--- config.mk ---
export PLATFORM = sky130hd
export DESIGN_NAME = clock_divider_reset_sync
export DESIGN_NICKNAME = d
export VERILOG_FILES = /design/src/rtl/clkgen_pkg.sv /design/src/rtl/divider_if.sv /design/src/rtl/clock_divider_reset_sync.sv /design/src/rtl/phase_divider.sv
export VERILOG_INCLUDE_DIRS = /design/src /design/src/rtl
export SDC_FILE = /design/constraint.sdc
export NUM_CORES = 1
export LEC_CHECK = 0
export ABC_AREA = 1
export BUFFER_PORTS_ARGS = -buffer_cell sky130_fd_sc_hd__buf_2
export CORE_ASPECT_RATIO = 1.5
export CORE_MARGIN = 2
export CORE_UTILIZATION = 57
export CTS_CLUSTER_SIZE = 40
export DETAILED_ROUTE_END_ITERATION = 8
export PLACE_DENSITY = 0.82
export SYNTH_ARGS = -nofsm -noshare
export SYNTH_HDL_FRONTEND = slang
export SYNTH_SLANG_ARGS = --single-unit
--- constraint.sdc ---
create_clock -name sys_clk -period 1.66 [get_ports sys_clk]
set_input_delay 0.083 -clock sys_clk [delete_from_list [all_inputs] [get_ports sys_clk]]
set_output_delay 0.083 -clock sys_clk [all_outputs]
set_load 0.05 [all_outputs]
--- src/rtl/clkgen_defs.svh ---
`ifndef CLKGEN_DEFS_SVH
`define CLKGEN_DEFS_SVH

// oscillator falls after a warm request before pins go to reset state
`define CLKGEN_WARM_FALLS        3'd2
// processor clock held low for this many oscillator periods on realignment
`define CLKGEN_REALIGN_PERIODS   3'd2
// processor clock falling edges after realignment before reset indication drops
`define CLKGEN_RESET_INDICATION_OUT_CLK_FALLS  3'd2
// processor clock periods from request release to first bus activity
`define CLKGEN_BUS_START_PERIODS 5'd7
// oscillator falls per processor clock period
`define CLKGEN_FALLS_PER_PERIOD  5'd2
// reset values
`define CLKGEN_RST_CLK           1'b0
`define CLKGEN_RST_RESET_IND     1'b1

`endif

--- src/rtl/clkgen_pkg.sv ---
package clkgen_pkg;
   typedef enum logic [1:0] {
      ST_RESET,
      ST_REALIGN,
      ST_RELEASE,
      ST_RUN
   } seq_state_e;
endpackage

--- src/rtl/divider_if.sv ---
`timescale 1ns/1ps
interface divider_if;
   logic osc_fall;
   logic run;
   logic force_low;
   logic clk_level;
   logic clk_fall;

   modport ctrl (output osc_fall, output run, output force_low, input clk_level, input clk_fall);
   modport div  (input osc_fall, input run, input force_low, output clk_level, output clk_fall);
endinterface

--- src/rtl/clock_divider_reset_sync.sv ---
// Behaviour
// - processor clock is oscillator divided by two
// - processor clock toggles on oscillator falling edge
// - clock runs in reset, hold, idle; stops powerdown
// - reset derived from request, synchronised to clock
// - cold reset pins reach reset within 28
// - warm reset at second oscillator fall after request
// - request sampled on each oscillator falling edge
// - request rise makes phase realignment pulse
// - clock high at rise: hold clock low
// - clock low at rise: clock left alone
// - reset indication drops second clock fall later
// - bus starts seven processor periods after rise
// - hold during reset acknowledged at once, no fetch
// - hold acknowledged when bus idle, dropped on release
`timescale 1ns/1ps
`include "clkgen_defs.svh"
module clock_divider_reset_sync (
   // clock and reset
   input  wire logic sys_clk,
   input  wire logic rstn,
   // oscillator and reset pins
   input  wire logic osc_input_clock,
   input  wire logic reset_request_in,
   // bus hold pins
   input  wire logic hold_request_in,
   output logic      bus_grant_ack,
   // core side, same clock
   input  wire logic powerdown_in,
   input  wire logic bus_idle_in,
   // generated outputs
   output logic      processor_clock_out,
   output logic      reset_indication_out,
   output logic      phase_realign_pulse,
   output logic      bus_start_out,
   output logic      fetch_enable
);
   divider_if dv ();

   // pin synchronisers; the first stage feeds only the second
   logic [1:0] osc_sync_q;
   logic [1:0] req_sync_q;
   logic [1:0] hold_sync_q;
   logic       osc_prev_q;

   always_ff @(posedge sys_clk or negedge rstn) begin
      if (!rstn) begin
         osc_sync_q  <= 2'h0;
         req_sync_q  <= 2'h0;
         hold_sync_q <= 2'h0;
         osc_prev_q  <= 1'b0;
      end else begin
         osc_sync_q  <= {osc_sync_q[0], osc_input_clock};
         req_sync_q  <= {req_sync_q[0], reset_request_in};
         hold_sync_q <= {hold_sync_q[0], hold_request_in};
         osc_prev_q  <= osc_sync_q[1];
      end
   end

   logic osc_fall;
   assign osc_fall = osc_prev_q & ~osc_sync_q[1];

   // sequencer state
   clkgen_pkg::seq_state_e st_q, st_d;
   logic       req_smp_q, req_smp_d;
   logic [2:0] warm_cnt_q, warm_cnt_d;
   logic [2:0] align_cnt_q, align_cnt_d;
   logic [2:0] rel_cnt_q, rel_cnt_d;
   logic [4:0] bus_cnt_q, bus_cnt_d;
   logic       bus_start_q, bus_start_d;
   logic       rst_ind_q, rst_ind_d;
   logic       pulse_q, pulse_d;
   logic       grant_q, grant_d;

   always_comb begin
      st_d        = st_q;
      req_smp_d   = req_smp_q;
      warm_cnt_d  = warm_cnt_q;
      align_cnt_d = align_cnt_q;
      rel_cnt_d   = rel_cnt_q;
      bus_cnt_d   = bus_cnt_q;
      bus_start_d = bus_start_q;
      rst_ind_d   = rst_ind_q;
      pulse_d     = 1'b0;
      if (osc_fall) begin
         req_smp_d = req_sync_q[1];
         if (align_cnt_q != 3'd0) begin
            align_cnt_d = align_cnt_q - 3'd1;
         end
         if (!req_sync_q[1]) begin
            // a held request keeps everything in reset and forgets any realignment
            align_cnt_d = 3'd0;
            rel_cnt_d   = 3'd0;
            bus_cnt_d   = 5'd0;
            bus_start_d = 1'b0;
            if (st_q == clkgen_pkg::ST_RUN) begin
               // warm reset: count falls so a short glitch cannot raise reset indication in a running part, though it still clears bus start
               warm_cnt_d = warm_cnt_q + 3'd1;
               if (warm_cnt_d >= `CLKGEN_WARM_FALLS) begin
                  st_d       = clkgen_pkg::ST_RESET;
                  rst_ind_d  = 1'b1;
                  warm_cnt_d = 3'd0;
               end
            end else begin
               st_d      = clkgen_pkg::ST_RESET;
               rst_ind_d = 1'b1;
            end
         end else begin
            warm_cnt_d = 3'd0;
            if (bus_cnt_q != 5'd0 && !bus_start_q) begin
               bus_cnt_d = bus_cnt_q + 5'd1;
               if (bus_cnt_d == `CLKGEN_BUS_START_PERIODS * `CLKGEN_FALLS_PER_PERIOD) begin
                  bus_start_d = 1'b1;
               end
            end
            if (st_q == clkgen_pkg::ST_RESET && !req_smp_q) begin
               pulse_d   = 1'b1;
               bus_cnt_d = 5'd1;
               rel_cnt_d = 3'd0;
               if (dv.clk_level) begin
                  // this fall drops the clock; the next fall keeps it low
                  align_cnt_d = `CLKGEN_REALIGN_PERIODS - 3'd1;
                  st_d        = clkgen_pkg::ST_REALIGN;
               end else begin
                  st_d = clkgen_pkg::ST_RELEASE;
               end
            end else if (st_q == clkgen_pkg::ST_REALIGN && align_cnt_q == 3'd0) begin
               st_d = clkgen_pkg::ST_RELEASE;
            end
         end
      end
      if (st_q == clkgen_pkg::ST_RELEASE && dv.clk_fall && req_sync_q[1]) begin
         rel_cnt_d = rel_cnt_q + 3'd1;
         if (rel_cnt_d == `CLKGEN_RESET_INDICATION_OUT_CLK_FALLS) begin
            rst_ind_d = 1'b0;
            st_d      = clkgen_pkg::ST_RUN;
         end
      end
   end

   // hold handshake: in reset there is no bus cycle to finish
   always_comb begin
      grant_d = grant_q;
      if (!hold_sync_q[1]) begin
         grant_d = 1'b0;
      end else if (rst_ind_q || !bus_start_q) begin
         grant_d = 1'b1;
      end else if (bus_idle_in) begin
         grant_d = 1'b1;
      end
   end

   always_ff @(posedge sys_clk or negedge rstn) begin
      if (!rstn) begin
         st_q        <= clkgen_pkg::ST_RESET;
         req_smp_q   <= 1'b0;
         warm_cnt_q  <= 3'd0;
         align_cnt_q <= 3'd0;
         rel_cnt_q   <= 3'd0;
         bus_cnt_q   <= 5'd0;
         bus_start_q <= 1'b0;
         rst_ind_q   <= `CLKGEN_RST_RESET_IND;
         pulse_q     <= 1'b0;
         grant_q     <= 1'b0;
      end else begin
         st_q        <= st_d;
         req_smp_q   <= req_smp_d;
         warm_cnt_q  <= warm_cnt_d;
         align_cnt_q <= align_cnt_d;
         rel_cnt_q   <= rel_cnt_d;
         bus_cnt_q   <= bus_cnt_d;
         bus_start_q <= bus_start_d;
         rst_ind_q   <= rst_ind_d;
         pulse_q     <= pulse_d;
         grant_q     <= grant_d;
      end
   end

   // divider keeps running through reset and hold, only powerdown stops it
   assign dv.osc_fall  = osc_fall;
   assign dv.run       = ~powerdown_in;
   assign dv.force_low = (align_cnt_q != 3'd0);

   phase_divider u_div (
      .sys_clk (sys_clk),
      .rstn    (rstn),
      .dv      (dv.div)
   );

   assign processor_clock_out  = dv.clk_level;
   assign reset_indication_out = rst_ind_q;
   assign phase_realign_pulse  = pulse_q;
   assign bus_start_out        = bus_start_q;
   assign bus_grant_ack        = grant_q;
   // no fetch while granted away or before bus start
   assign fetch_enable         = bus_start_q & ~grant_q & ~rst_ind_q;
endmodule

--- src/rtl/phase_divider.sv ---
`timescale 1ns/1ps
`include "clkgen_defs.svh"
module phase_divider (
   // clock and reset
   input  wire logic sys_clk,
   input  wire logic rstn,
   // control from the sequencer
   divider_if.div    dv
);
   logic clk_q;
   logic clk_d;

   // every change happens only on an oscillator falling edge
   always_comb begin
      clk_d = clk_q;
      if (dv.osc_fall && dv.run) begin
         if (dv.force_low) begin
            clk_d = 1'b0;
         end else begin
            clk_d = ~clk_q;
         end
      end
   end

   always_ff @(posedge sys_clk or negedge rstn) begin
      if (!rstn) begin
         clk_q <= `CLKGEN_RST_CLK;
      end else begin
         clk_q <= clk_d;
      end
   end

   assign dv.clk_level = clk_q;
   assign dv.clk_fall  = clk_q & ~clk_d;
endmodule

==> results of run 1 <==
==> state kept, by name, summed over array words and instances, names as in the netlist, 2 cells and up <==
signal / cells
align_cnt_q: 3
bus_cnt_q: 5
hold_sync_q: 2
osc_sync_q: 2
rel_cnt_q: 3
req_sync_q: 2
st_q: 2
warm_cnt_q: 3
==> synth_stat cells, types with 2 or more instances <==
cell / instances / area share, %
a21boi_1: 2 / 1.0
a21oi_1: 5 / 1.7
dfrtp_1: 28 / 48
ha_1: 9 / 7.7
inv_1: 25 / 6.4
inv_2: 7 / 1.8
nand2_1: 28 / 7.2
nand2_2: 5 / 2.1
nand3_1: 12 / 4.1
nand3_2: 2 / 1.4
nand4_1: 3 / 1.3
nor2_1: 12 / 3.1
nor2_2: 2 / 0.85
nor2_4: 2 / 1.5
o21ai_0: 4 / 1.4
o21ai_1: 8 / 2.7
o22ai_1: 3 / 1.3
xor2_1: 2 / 1.2
==> path summary, 6_finish.rpt <==
check | startpoint | endpoint | slack [ps] | cells past startpoint
min reg2reg | osc_sync_q[0] | osc_sync_q[1] | 350 | 0
max in group asynchronous | rstn | osc_sync_q[0] | 940 | 2
max | bus_cnt_q[0] | bus_cnt_q[2] | 240 | 9
min in group asynchronous | rstn | bus_cnt_q[3] | 290 | 2
min | powerdown_in | u_div.dv.clk_level | 70 | 4
max reg2reg | bus_cnt_q[0] | bus_cnt_q[2] | 240 | 9
==> metal layers <==
layer  track usage [%]  share of wire (%)  vias up  wire length (um)
met5                 0                  0        -                 0
met4             11.76                2.6        0                74
met3             6.557                2.9        9                81
met2             41.20                 55       18              1542
met1             26.58                 39      548              1104
li1                  -                  -      576                 -
==> per-stage QoR <==
stage / power, mW / hold WS, ps / std cells / worst slack [ps] / utilization (%)
after floorplan: 1.294 / -212.6 / 167 / 153.0 / -
after global placement: 1.387 / 127.8 / 202 / 408.6 / 63.59
after global routing: 2.039 / 86.39 / 215 / 83.45 / 68.03
after detailed placement: 1.437 / 142.0 / 202 / 279.3 / 63.59
after CTS: 1.901 / 56.45 / 215 / 245.8 / 68.03
final: 1.884 / 66.06 / 215 / 243.8 / 68.03
==> cells by family after synthesis <==
family          count (synthesis)  share of synthesized area [%]
buf+inv                        33                          8.718
simple gates                   68                          22.39
fa+ha+maj                       9                          7.692
xor+xnor                        3                          1.795
flops                          29                          49.66
compound gates                 25                          9.744
==> power by group <==
group	internal (mW)	total [mW]	leakage (nW)	switching, mW
logic	0.188	0.567	0.442	0.379
registers	0.794	0.871	0.372	0.0770
clock network	0.209	0.447	0.0326	0.238
==> worst min-delay path: cells and delay by family <==
kind | cells | cell delay, ps
AOI/OAI and AO/OA | 1 | 70
buffers and inverters | 2 | 120
and+or+nand+nor | 1 | 90
==> cell type report <==
| cell class | instances | area, um^2 |
|---|---|---|
| flip-flops and latches | 29 | 726.9 |
| repair buffers | 17 | 110.1 |
| multi-input cells | 105 | 620.6 |
| well taps | 24 | 30.03 |
| inverters | 32 | 120.1 |
| fillers | 200 | 783.3 |
| clock buffers | 8 | 58.81 |
==> timing repair <==
| action | in CTS | in global routing |
|---|---|---|
| setup endpoints to repair | 0 | 0 |
| hold buffers | 5 | 0 |
| hold endpoints to repair | 32 | 0 |
| resized for setup | 0 | 0 |
==> key figures, run 1 <==
Clock network
  • H-tree lvl count: 2
  • Post-CTS setup buffers: 0
  • Clock sinks: 29
  • Reg clk slew, reported paths: 100 ps
  • Worst skew pair latency: 340 ps
  • Clock buffer count from CTS: 5
  • CTS tree: yes
  • Clock tree buffer depth: 2
  • Root Buffer Master: clkbuf_4

Detailed routing
  • Number of nets with antenna violations after routing: 0
  • Drt initial violations: 37
  • Final WL: 2803 um
  • Post-route DRC: 0
  • Post-DR wirelength/cell: 13.04 um
  • Routed vias: 1151
  • Routed vias/inst: 5.353
  • Drt pass-1 iters: 4

Worst setup path
  • Req. time, crit path: 1930 ps
  • CP Launch Type: flop
  • Worst path bufs/invs: 2
  • Top delay family on crit path: simple AND/OR/NAND/NOR gates
  • CP max stage cell: dfrtp_1
  • Crit-path cells: inv_1 > ha_1 > inv_1 > nor2_1 > nand2_1 > nand2_2 > nor2_2 > nand3_1 > o21ai_1
  • Crit-path max FO: 5
  • Critical path class: flop to flop
  • Most Frequent Cell on Critical Path: inv_1
  • Max incr delay on CP: 430 ps
  • Worst setup EP type: flop
  • Arrival time at the worst endpoint: 1680 ps

Worst hold path
  • Min-Delay Path Class: primary input to flop

Pwr
  • Lkg Pwr: 0.8469 nW
  • PwrDens: 1131 nW/um^2
  • Worst VDD drop: 606.5 uV

GRT
  • Tot GR Track Use: 24.22%
  • GR Overflow Total: 0
  • First-pass GRT wire length: 5175 um
  • Antenna violations before repair: 0
  • Number of global-route vias before repair: 1173
  • Largest net degree at the start of global routing: 30

Layout
  • Share of layout cells above drive strength 1: 20.42%
  • Nets@finish: 206
  • Ant diodes: 0
  • Highest-count cells in the layout ignoring fill and taps: nand2_1 (28), dfrtp_1 (28), inv_1 (25)
  • Post-route design area: 1667 um^2
  • Area grow syn2layout: 13.85%

Floorplan
  • Die width: 45.38 um
  • I/O Pins: 13
  • Height of the die: 66.07 um
  • Die Area: 2998 um^2
  • CORE AREA: 2450 um^2
  • Initial core utilization: 59.75%
  • FP Rows: 22

Synthesis
  • Cell count after synthesis: 167
  • Post-Syn Nets: 183
  • Post-synth EDFFs: 0
  • #FFs+latches synth: 29
  • Library cells used by synthesis: 26
  • Syn Std Cell Area: 1464 um^2
  • Syn Area/Cell: 8.766 um^2
  • Top_reg_cell synth: dfrtp_1
  • Syn. warnings: 0
  • Post-synthesis sequential area ratio: 49.66%
  • Post-synth ARST share: 100.0%

Timing
  • Fmax: 0.7061 GHz
  • Final Cycle Share: 85.31%
  • Slew Limit Fails: 0
  • RSZ-0062 raised after global routing: false
  • Finish-stage setup viols: 0
  • Worst slew margin: 58.17%
  • Clk_skew: 16.01 ps
  • Period minus WS final: 1416 ps
  • Least-Margin Pin Slew: 627.4 ps
  • Final setup TNS: 0 ps
  • Final hold violations: 0

Flow run
  • Max-cap violations: 0

Placement
  • DP HPWL: 2098 um
  • Final GP Congestion: 0.7697
  • PortBufs: 12
  • DP Area: 1558 um^2

Status
  • Outcome: finished clean
No activity file was read; power rests on OpenSTA's default activity.
==> run 2, diff against run 1 <==
--- a/constraint.sdc
+++ b/constraint.sdc
@@ -3,2 +3,2 @@
 set_output_delay 0.083 -clock sys_clk [all_outputs]
-set_load 0.05 [all_outputs]
+set_load 0.01 [all_outputs]
==> key figures, run 2 (same netlist as run 1, synthesis figures left out) <==
Detailed routing
  • Final WL: 2860 um (+2.0%)
  • Drt initial violations: 32 (-14%)
  • Post-DR wirelength/cell: 13.30 um (+2.0%)
  • Routed vias/inst: 5.488 (+2.5%)
  • Number of nets with antenna violations after routing: 0 (unchanged)
  • Post-route DRC: 0 (unchanged)
  • Routed vias: 1180 (+2.5%)
  • Drt pass-1 iters: 4 (unchanged)

Clock network
  • Clock tree buffer depth: 2 (unchanged)
  • Worst skew pair latency: 330 ps (about the same)
  • Reg clk slew, reported paths: 90 ps (about the same)
  • CTS tree: yes
  • Post-CTS setup buffers: 0 (unchanged)
  • Clock buffer count from CTS: 5 (unchanged)
  • Root Buffer Master: clkbuf_4
  • H-tree lvl count: 2 (unchanged)
  • Clock sinks: 29 (unchanged)

Layout
  • Fillers: 190 (-5.0%)
  • Max reg flops: 5 (unchanged)
  • Final core utilization: 68.64% (+0.61 points)
  • Ant diodes: 0 (unchanged)
  • Post-route design area: 1682 um^2 (+0.90%)
  • Cell Count, Final, Fillers Out: 215 (unchanged)
  • Highest-count cells in the layout ignoring fill and taps: nand2_1 (28), dfrtp_1 (28), inv_1 (25)
  • Reg with most FFs: bus_cnt_q
  • Share of layout cells above drive strength 1: 20.42% (unchanged)
  • Area of the multi-input gates: 609.3 um^2 (-1.8%)
  • Sequential Area: 726.9 um^2 (unchanged)
  • Nets@finish: 206 (unchanged)
  • Area grow syn2layout: 14.87%

Worst setup path
  • Crit-path max FO: 5 (unchanged)
  • Reg-to-reg critical path endpoint: bus_start_out
  • Worst r2r path cells: 9 (unchanged)
  • Max incr delay on CP: 430 ps (about the same)
  • Crit-path cells: inv_1 > ha_1 > inv_1 > nor2_1 > nand2_1 > nand2_2 > nor2_1 > nand3_1 > a21oi_1
  • Worst setup EP type: flop
  • Arrival time at the worst endpoint: 1660 ps (-20 ps)
  • Req. time, crit path: 1910 ps (-20 ps)
  • CP Launch Type: flop
  • Critical path class: flop to flop
  • Reg-to-reg setup timing slack: 250 ps (about the same)
  • CP max stage cell: dfrtp_1
  • RR Startpoint: bus_cnt_q[0]

Placement
  • Pre-CTS setup slack: 284.7 ps (+5.377 ps)
  • DP HPWL: 2137 um (+1.8%)
  • DP Area: 1546 um^2 (-0.72%)
  • Final GP Congestion: 0.8381 (+8.9%)
  • Placed cell count: 202 (unchanged)
  • PortBufs: 12 (unchanged)

Flow run
  • Max-cap violations: 0 (unchanged)

Timing
  • Clk_skew: 10.80 ps (-5.217 ps)
  • Final Cycle Share: 84.68% (-0.63 points)
  • WHS: 79.46 ps (+13.41 ps)
  • Period minus WS final: 1406 ps (-10.49 ps)
  • Fmax: 0.7114 GHz (+0.75%)
  • Slew Limit Fails: 0 (unchanged)
  • Least-Margin Pin Slew: 628.7 ps (+1.355 ps)
  • Final hold violations: 0 (unchanged)
  • Worst setup margin: 254.3 ps (+10.49 ps)
  • Final setup TNS: 0 ps (unchanged)
  • RSZ-0062 raised after global routing: false
  • Finish-stage setup viols: 0 (unchanged)
  • Worst slew margin: 58.08% (-0.090 points)

Floorplan
  • Initial core utilization: 59.75% (unchanged)
  • I/O Pins: 13 (unchanged)
  • Height of the die: 66.07 um (unchanged)
  • Die Area: 2998 um^2 (unchanged)
  • Die width: 45.38 um (unchanged)
  • CORE AREA: 2450 um^2 (unchanged)
  • FP Rows: 22 (unchanged)

Pwr
  • Lkg Pwr: 0.8515 nW (+0.54%)
  • PwrDens: 1188 nW/um^2 (+5.0%)
  • Tot Pwr: 1.997 mW (+6.0%)
  • Worst VDD drop: 864.1 uV (+42%)

GRT
  • Number of global-route vias before repair: 1176 (+0.26%)
  • GR Overflow Total: 0 (unchanged)
  • Antenna violations before repair: 0 (unchanged)
  • Largest net degree at the start of global routing: 30 (unchanged)
  • Tot GR Track Use: 22.37% (-1.9 points)
  • First-pass GRT wire length: 4892 um (-5.5%)

Worst hold path
  • Worst min-delay path startpoint: powerdown_in
  • Hold Crit Depth: 4 (unchanged)
  • Min-Delay Path Class: primary input to flop
  • Worst hold path endpoint: u_div.dv.clk_level

Status
  • Outcome: finished clean
==> run 2: cell count changes in the layout (fill, tap and decap cells not counted) <==
| cell | before | now |
|---|---|---|
| clkbuf_1 | 2 | 1 |
| nor3_4 | 1 | 0 |
| nor3_1 | 0 | 1 |
| bufinv_16 | 0 | 1 |
==> run 2: how the worst max path moves through the flow <==
stage	from	end	slack, ps	cells after the start
after global placement	bus_cnt_q[0]	bus_start_out	410	9
after CTS	bus_cnt_q[0]	bus_start_out	260	9
after detailed placement	bus_cnt_q[0]	bus_start_out	280	9
final	bus_cnt_q[0]	bus_start_out	250	9
after floorplan	bus_cnt_q[0]	bus_cnt_q[0]	470	9
after global routing	bus_cnt_q[0]	bus_start_out	190	9
==> run 2: routing by layer <==
layer,track usage [%],up-vias,share of wire (%)
li1,-,579,-
met1,24.68,566,41
met2,38.20,24,53
met3,5.738,11,3.2
met4,10.66,0,3.3
met5,0,-,0
==> run 2: cell type report <==
cell class	count	share of cell area [%]
well taps	24	1.786
multi-input cells	105	36.24
flip-flops and latches	29	43.23
inverters	32	7.143
clock buffers	7	3.274
repair buffers	17	6.548
clock inverters	1	1.786
==> run 2: power breakdown <==
group	switching (mW)	internal, mW	total, mW	leakage, nW
Combinational	0.338	0.188	0.526	0.434
Clock	0.239	0.359	0.598	0.0455
Sequential	0.0790	0.794	0.873	0.372
Total	0.656	1.34	2.00	0.852
==> run 2: timing repair <==
item                       4_1_cts  5_1_grt
resized for setup                0        0
hold endpoints to repair        32        0
hold buffers                     5        0
setup endpoints to repair        0        0
==> run 2: critical path: cells and delay by family (launching register included) <==
family	cells	cell delay, ps
fa+ha+maj	1	190
buf+inv	2	140
flops	1	430
simple gates	5	450
compound gates	1	130
==> run 3, diff against run 2 <==
Clock period 1.66 ns to 1.4 ns, I/O delays scaled along.
==> key figures, run 3 (same netlist as run 1, synthesis figures left out) <==
Detailed routing
  • Final WL: 3038 um (+6.2%)
  • Post-route DRC: 0 (unchanged)
  • Routed vias: 1184 (+0.34%)
  • Drt pass-1 iters: 4 (unchanged)
  • Routed vias/inst: 5.406 (-1.5%)
  • Number of nets with antenna violations after routing: 0 (unchanged)
  • Post-DR wirelength/cell: 13.87 um (+4.3%)
  • Drt initial violations: 71 (+120%)

Timing
  • Final Cycle Share: 98.93% (+14 points)
  • WHS: 50.90 ps (-28.56 ps)
  • Finish-stage setup viols: 0 (unchanged)
  • RSZ-0062 raised after global routing: true
  • Final hold violations: 0 (unchanged)
  • Worst slew margin: 58.37% (+0.29 points)
  • Worst setup margin: 15.02 ps (-239.3 ps)
  • Fmax: 0.7220 GHz (+1.5%)
  • Period minus WS final: 1385 ps (-20.70 ps)
  • Clk_skew: 11.45 ps (+0.6505 ps)
  • Least-Margin Pin Slew: 624.4 ps (-4.307 ps)
  • Slew Limit Fails: 0 (unchanged)

Layout
  • Final core utilization: 72.22% (+3.6 points)
  • Post-route design area: 1769 um^2 (+5.2%)
  • Fillers: 177 (-6.8%)
  • Cell Count, Final, Fillers Out: 219 (+1.9%)
  • Most common cell after layout, fill and taps aside: nand2_1
  • Ant diodes: 0 (unchanged)
  • Share of layout cells above drive strength 1: 26.67% (+6.2 points)
  • Nets@finish: 210 (+1.9%)
  • Reg with most FFs: bus_cnt_q
  • Highest-count cells in the layout ignoring fill and taps: nand2_1 (28), dfrtp_1 (27), inv_1 (22)
  • Max reg flops: 5 (unchanged)
  • Area grow syn2layout: 20.85%

GRT
  • Largest net degree at the start of global routing: 30 (unchanged)
  • GR Overflow Total: 0 (unchanged)
  • First-pass GRT wire length: 4788 um (-2.1%)
  • Antenna violations before repair: 0 (unchanged)
  • Number of global-route vias before repair: 1175 (-0.085%)
  • Tot GR Track Use: 22.30% (-0.068 points)

Pwr
  • Clk pwr share: 28.8% (-1.2 points)
  • Combinational Power Share: 28.9% (+2.5 points)
  • Int Pwr: 1.647 mW (+23%)
  • Seq pwr share: 42.3% (-1.4 points)
  • Lkg Pwr: 0.8774 nW (+3.0%)
  • Worst VDD drop: 979.7 uV (+13%)
  • PwrDens: 1404 nW/um^2 (+18%)
  • Net Sw Frac: 33.71% (+0.85 points)
  • P_sw: 837.2 uW (+28%)

Floorplan
  • Initial core utilization: 59.75% (unchanged)
  • Die width: 45.38 um (unchanged)
  • Die Area: 2998 um^2 (unchanged)
  • FP Rows: 22 (unchanged)
  • Height of the die: 66.07 um (unchanged)
  • I/O Pins: 13 (unchanged)
  • CORE AREA: 2450 um^2 (unchanged)

Worst hold path
  • Min-Delay Path Class: primary input to flop
  • Worst min-delay path startpoint: powerdown_in
  • Hold Crit Depth: 4 (unchanged)
  • Worst hold path endpoint: u_div.dv.clk_level

Placement
  • DP Area: 1554 um^2 (+0.49%)
  • Placed cell count: 203 (+0.50%)
  • DP HPWL: 2114 um (-1.0%)
  • PortBufs: 12 (unchanged)
  • Final GP Congestion: 0.8452 (+0.85%)
  • Pre-CTS setup slack: 59.51 ps (-225.2 ps)

Worst setup path
  • RR Startpoint: bus_cnt_q[0]
  • CP Launch Type: flop
  • Arrival time at the worst endpoint: 1600 ps (-60 ps)
  • Crit-path max FO: 5 (unchanged)
  • Worst setup EP type: flop
  • Reg-to-reg setup timing slack: 20 ps (-240 ps)
  • Req. time, crit path: 1620 ps (-290 ps)
  • Worst r2r path cells: 9 (unchanged)
  • Reg-to-reg critical path endpoint: bus_cnt_q[0]
  • Critical path class: flop to flop

Clock network
  • CTS tree: yes
  • Clock tree buffer depth: 2 (unchanged)
  • Worst skew pair latency: 330 ps (about the same)
  • H-tree lvl count: 2 (unchanged)
  • Reg clk slew, reported paths: 90 ps (about the same)
  • Clock sinks: 29 (unchanged)
  • Clock buffer count from CTS: 5 (unchanged)
  • Root Buffer Master: clkbuf_4

Status
  • Outcome: finished clean

Flow run
  • Max-cap violations: 0 (unchanged)
## run 3: cell types whose count changed in the layout (fill, tap and decap cells not counted), sizes merged
| cell | previous run | this run |
|---|---|---|
| buf | 12 | 16 |
## run 3: final cells by class
type	count	area (um^2)	area share, %
Clock buffer	7	55.05	3.112
Clock inverter	1	30.03	1.697
Inverter	32	120.1	6.789
Multi-Input combinational cell	105	665.6	37.62
Sequential cell	29	728.2	41.16
Tap cell	24	30.03	1.697
Timing Repair Buffer	21	140.1	7.921
## run 3: routing by layer
layer  vias up  GRT usage (%)  wire length, um
li1        585              -                -
met1       557          23.92             1183
met2        35          37.50             1658
met3         7          4.098              116
met4         0          15.44               80
met5         -              0                0
## run 3: worst max-delay path by stage
stage,from,endpoint,slack [ps],cells past startpoint
finish,bus_cnt_q[0],bus_cnt_q[0],20,9
global route,bus_cnt_q[0],bus_cnt_q[0],-40,9
CTS,bus_cnt_q[0],bus_cnt_q[2],40,9
detailed placement,bus_cnt_q[0],bus_cnt_q[2],60,9
global placement,bus_cnt_q[0],bus_cnt_q[2],150,9
floorplan,bus_cnt_q[0],bus_cnt_q[0],210,9
## run 3: per-stage QoR
| step | power, mW | TNS [ps] |
|---|---|---|
| after floorplan | 1.489 | 0 |
| after global placement | 1.607 | 0 |
| after detailed placement | 1.650 | 0 |
| after CTS | 2.381 | 0 |
| after global routing | 2.643 | -62.04 |
| final | 2.484 | 0 |
## run 3: timing repair
action / in CTS / in global routing
hold buffers: 5 / 0
buffers inserted: 0 / 3
endpoints found under the hold margin: 32 / 0
gates resized for setup: 0 / 16
setup endpoints to repair: 0 / 7
## run 3: power by group through the flow
stage / registers (mW) / logic [mW] / clock network (mW)
floorplan: 1.03 / 0.457 / 0
global placement: 1.04 / 0.569 / 0
detailed placement: 1.05 / 0.603 / 0
CTS: 1.03 / 0.619 / 0.732
global route: 1.06 / 0.814 / 0.764
finish: 1.05 / 0.717 / 0.716
## run 3: worst max-delay path, cell delays in order (launching register included)
cell      delay, ps
dfrtp_2         470
inv_2            90
ha_4            120
inv_2            30
nor2_1           90
nand2_1         100
nand2_4         130
nand2_4          80
o211ai_1        100
nand2_1          70
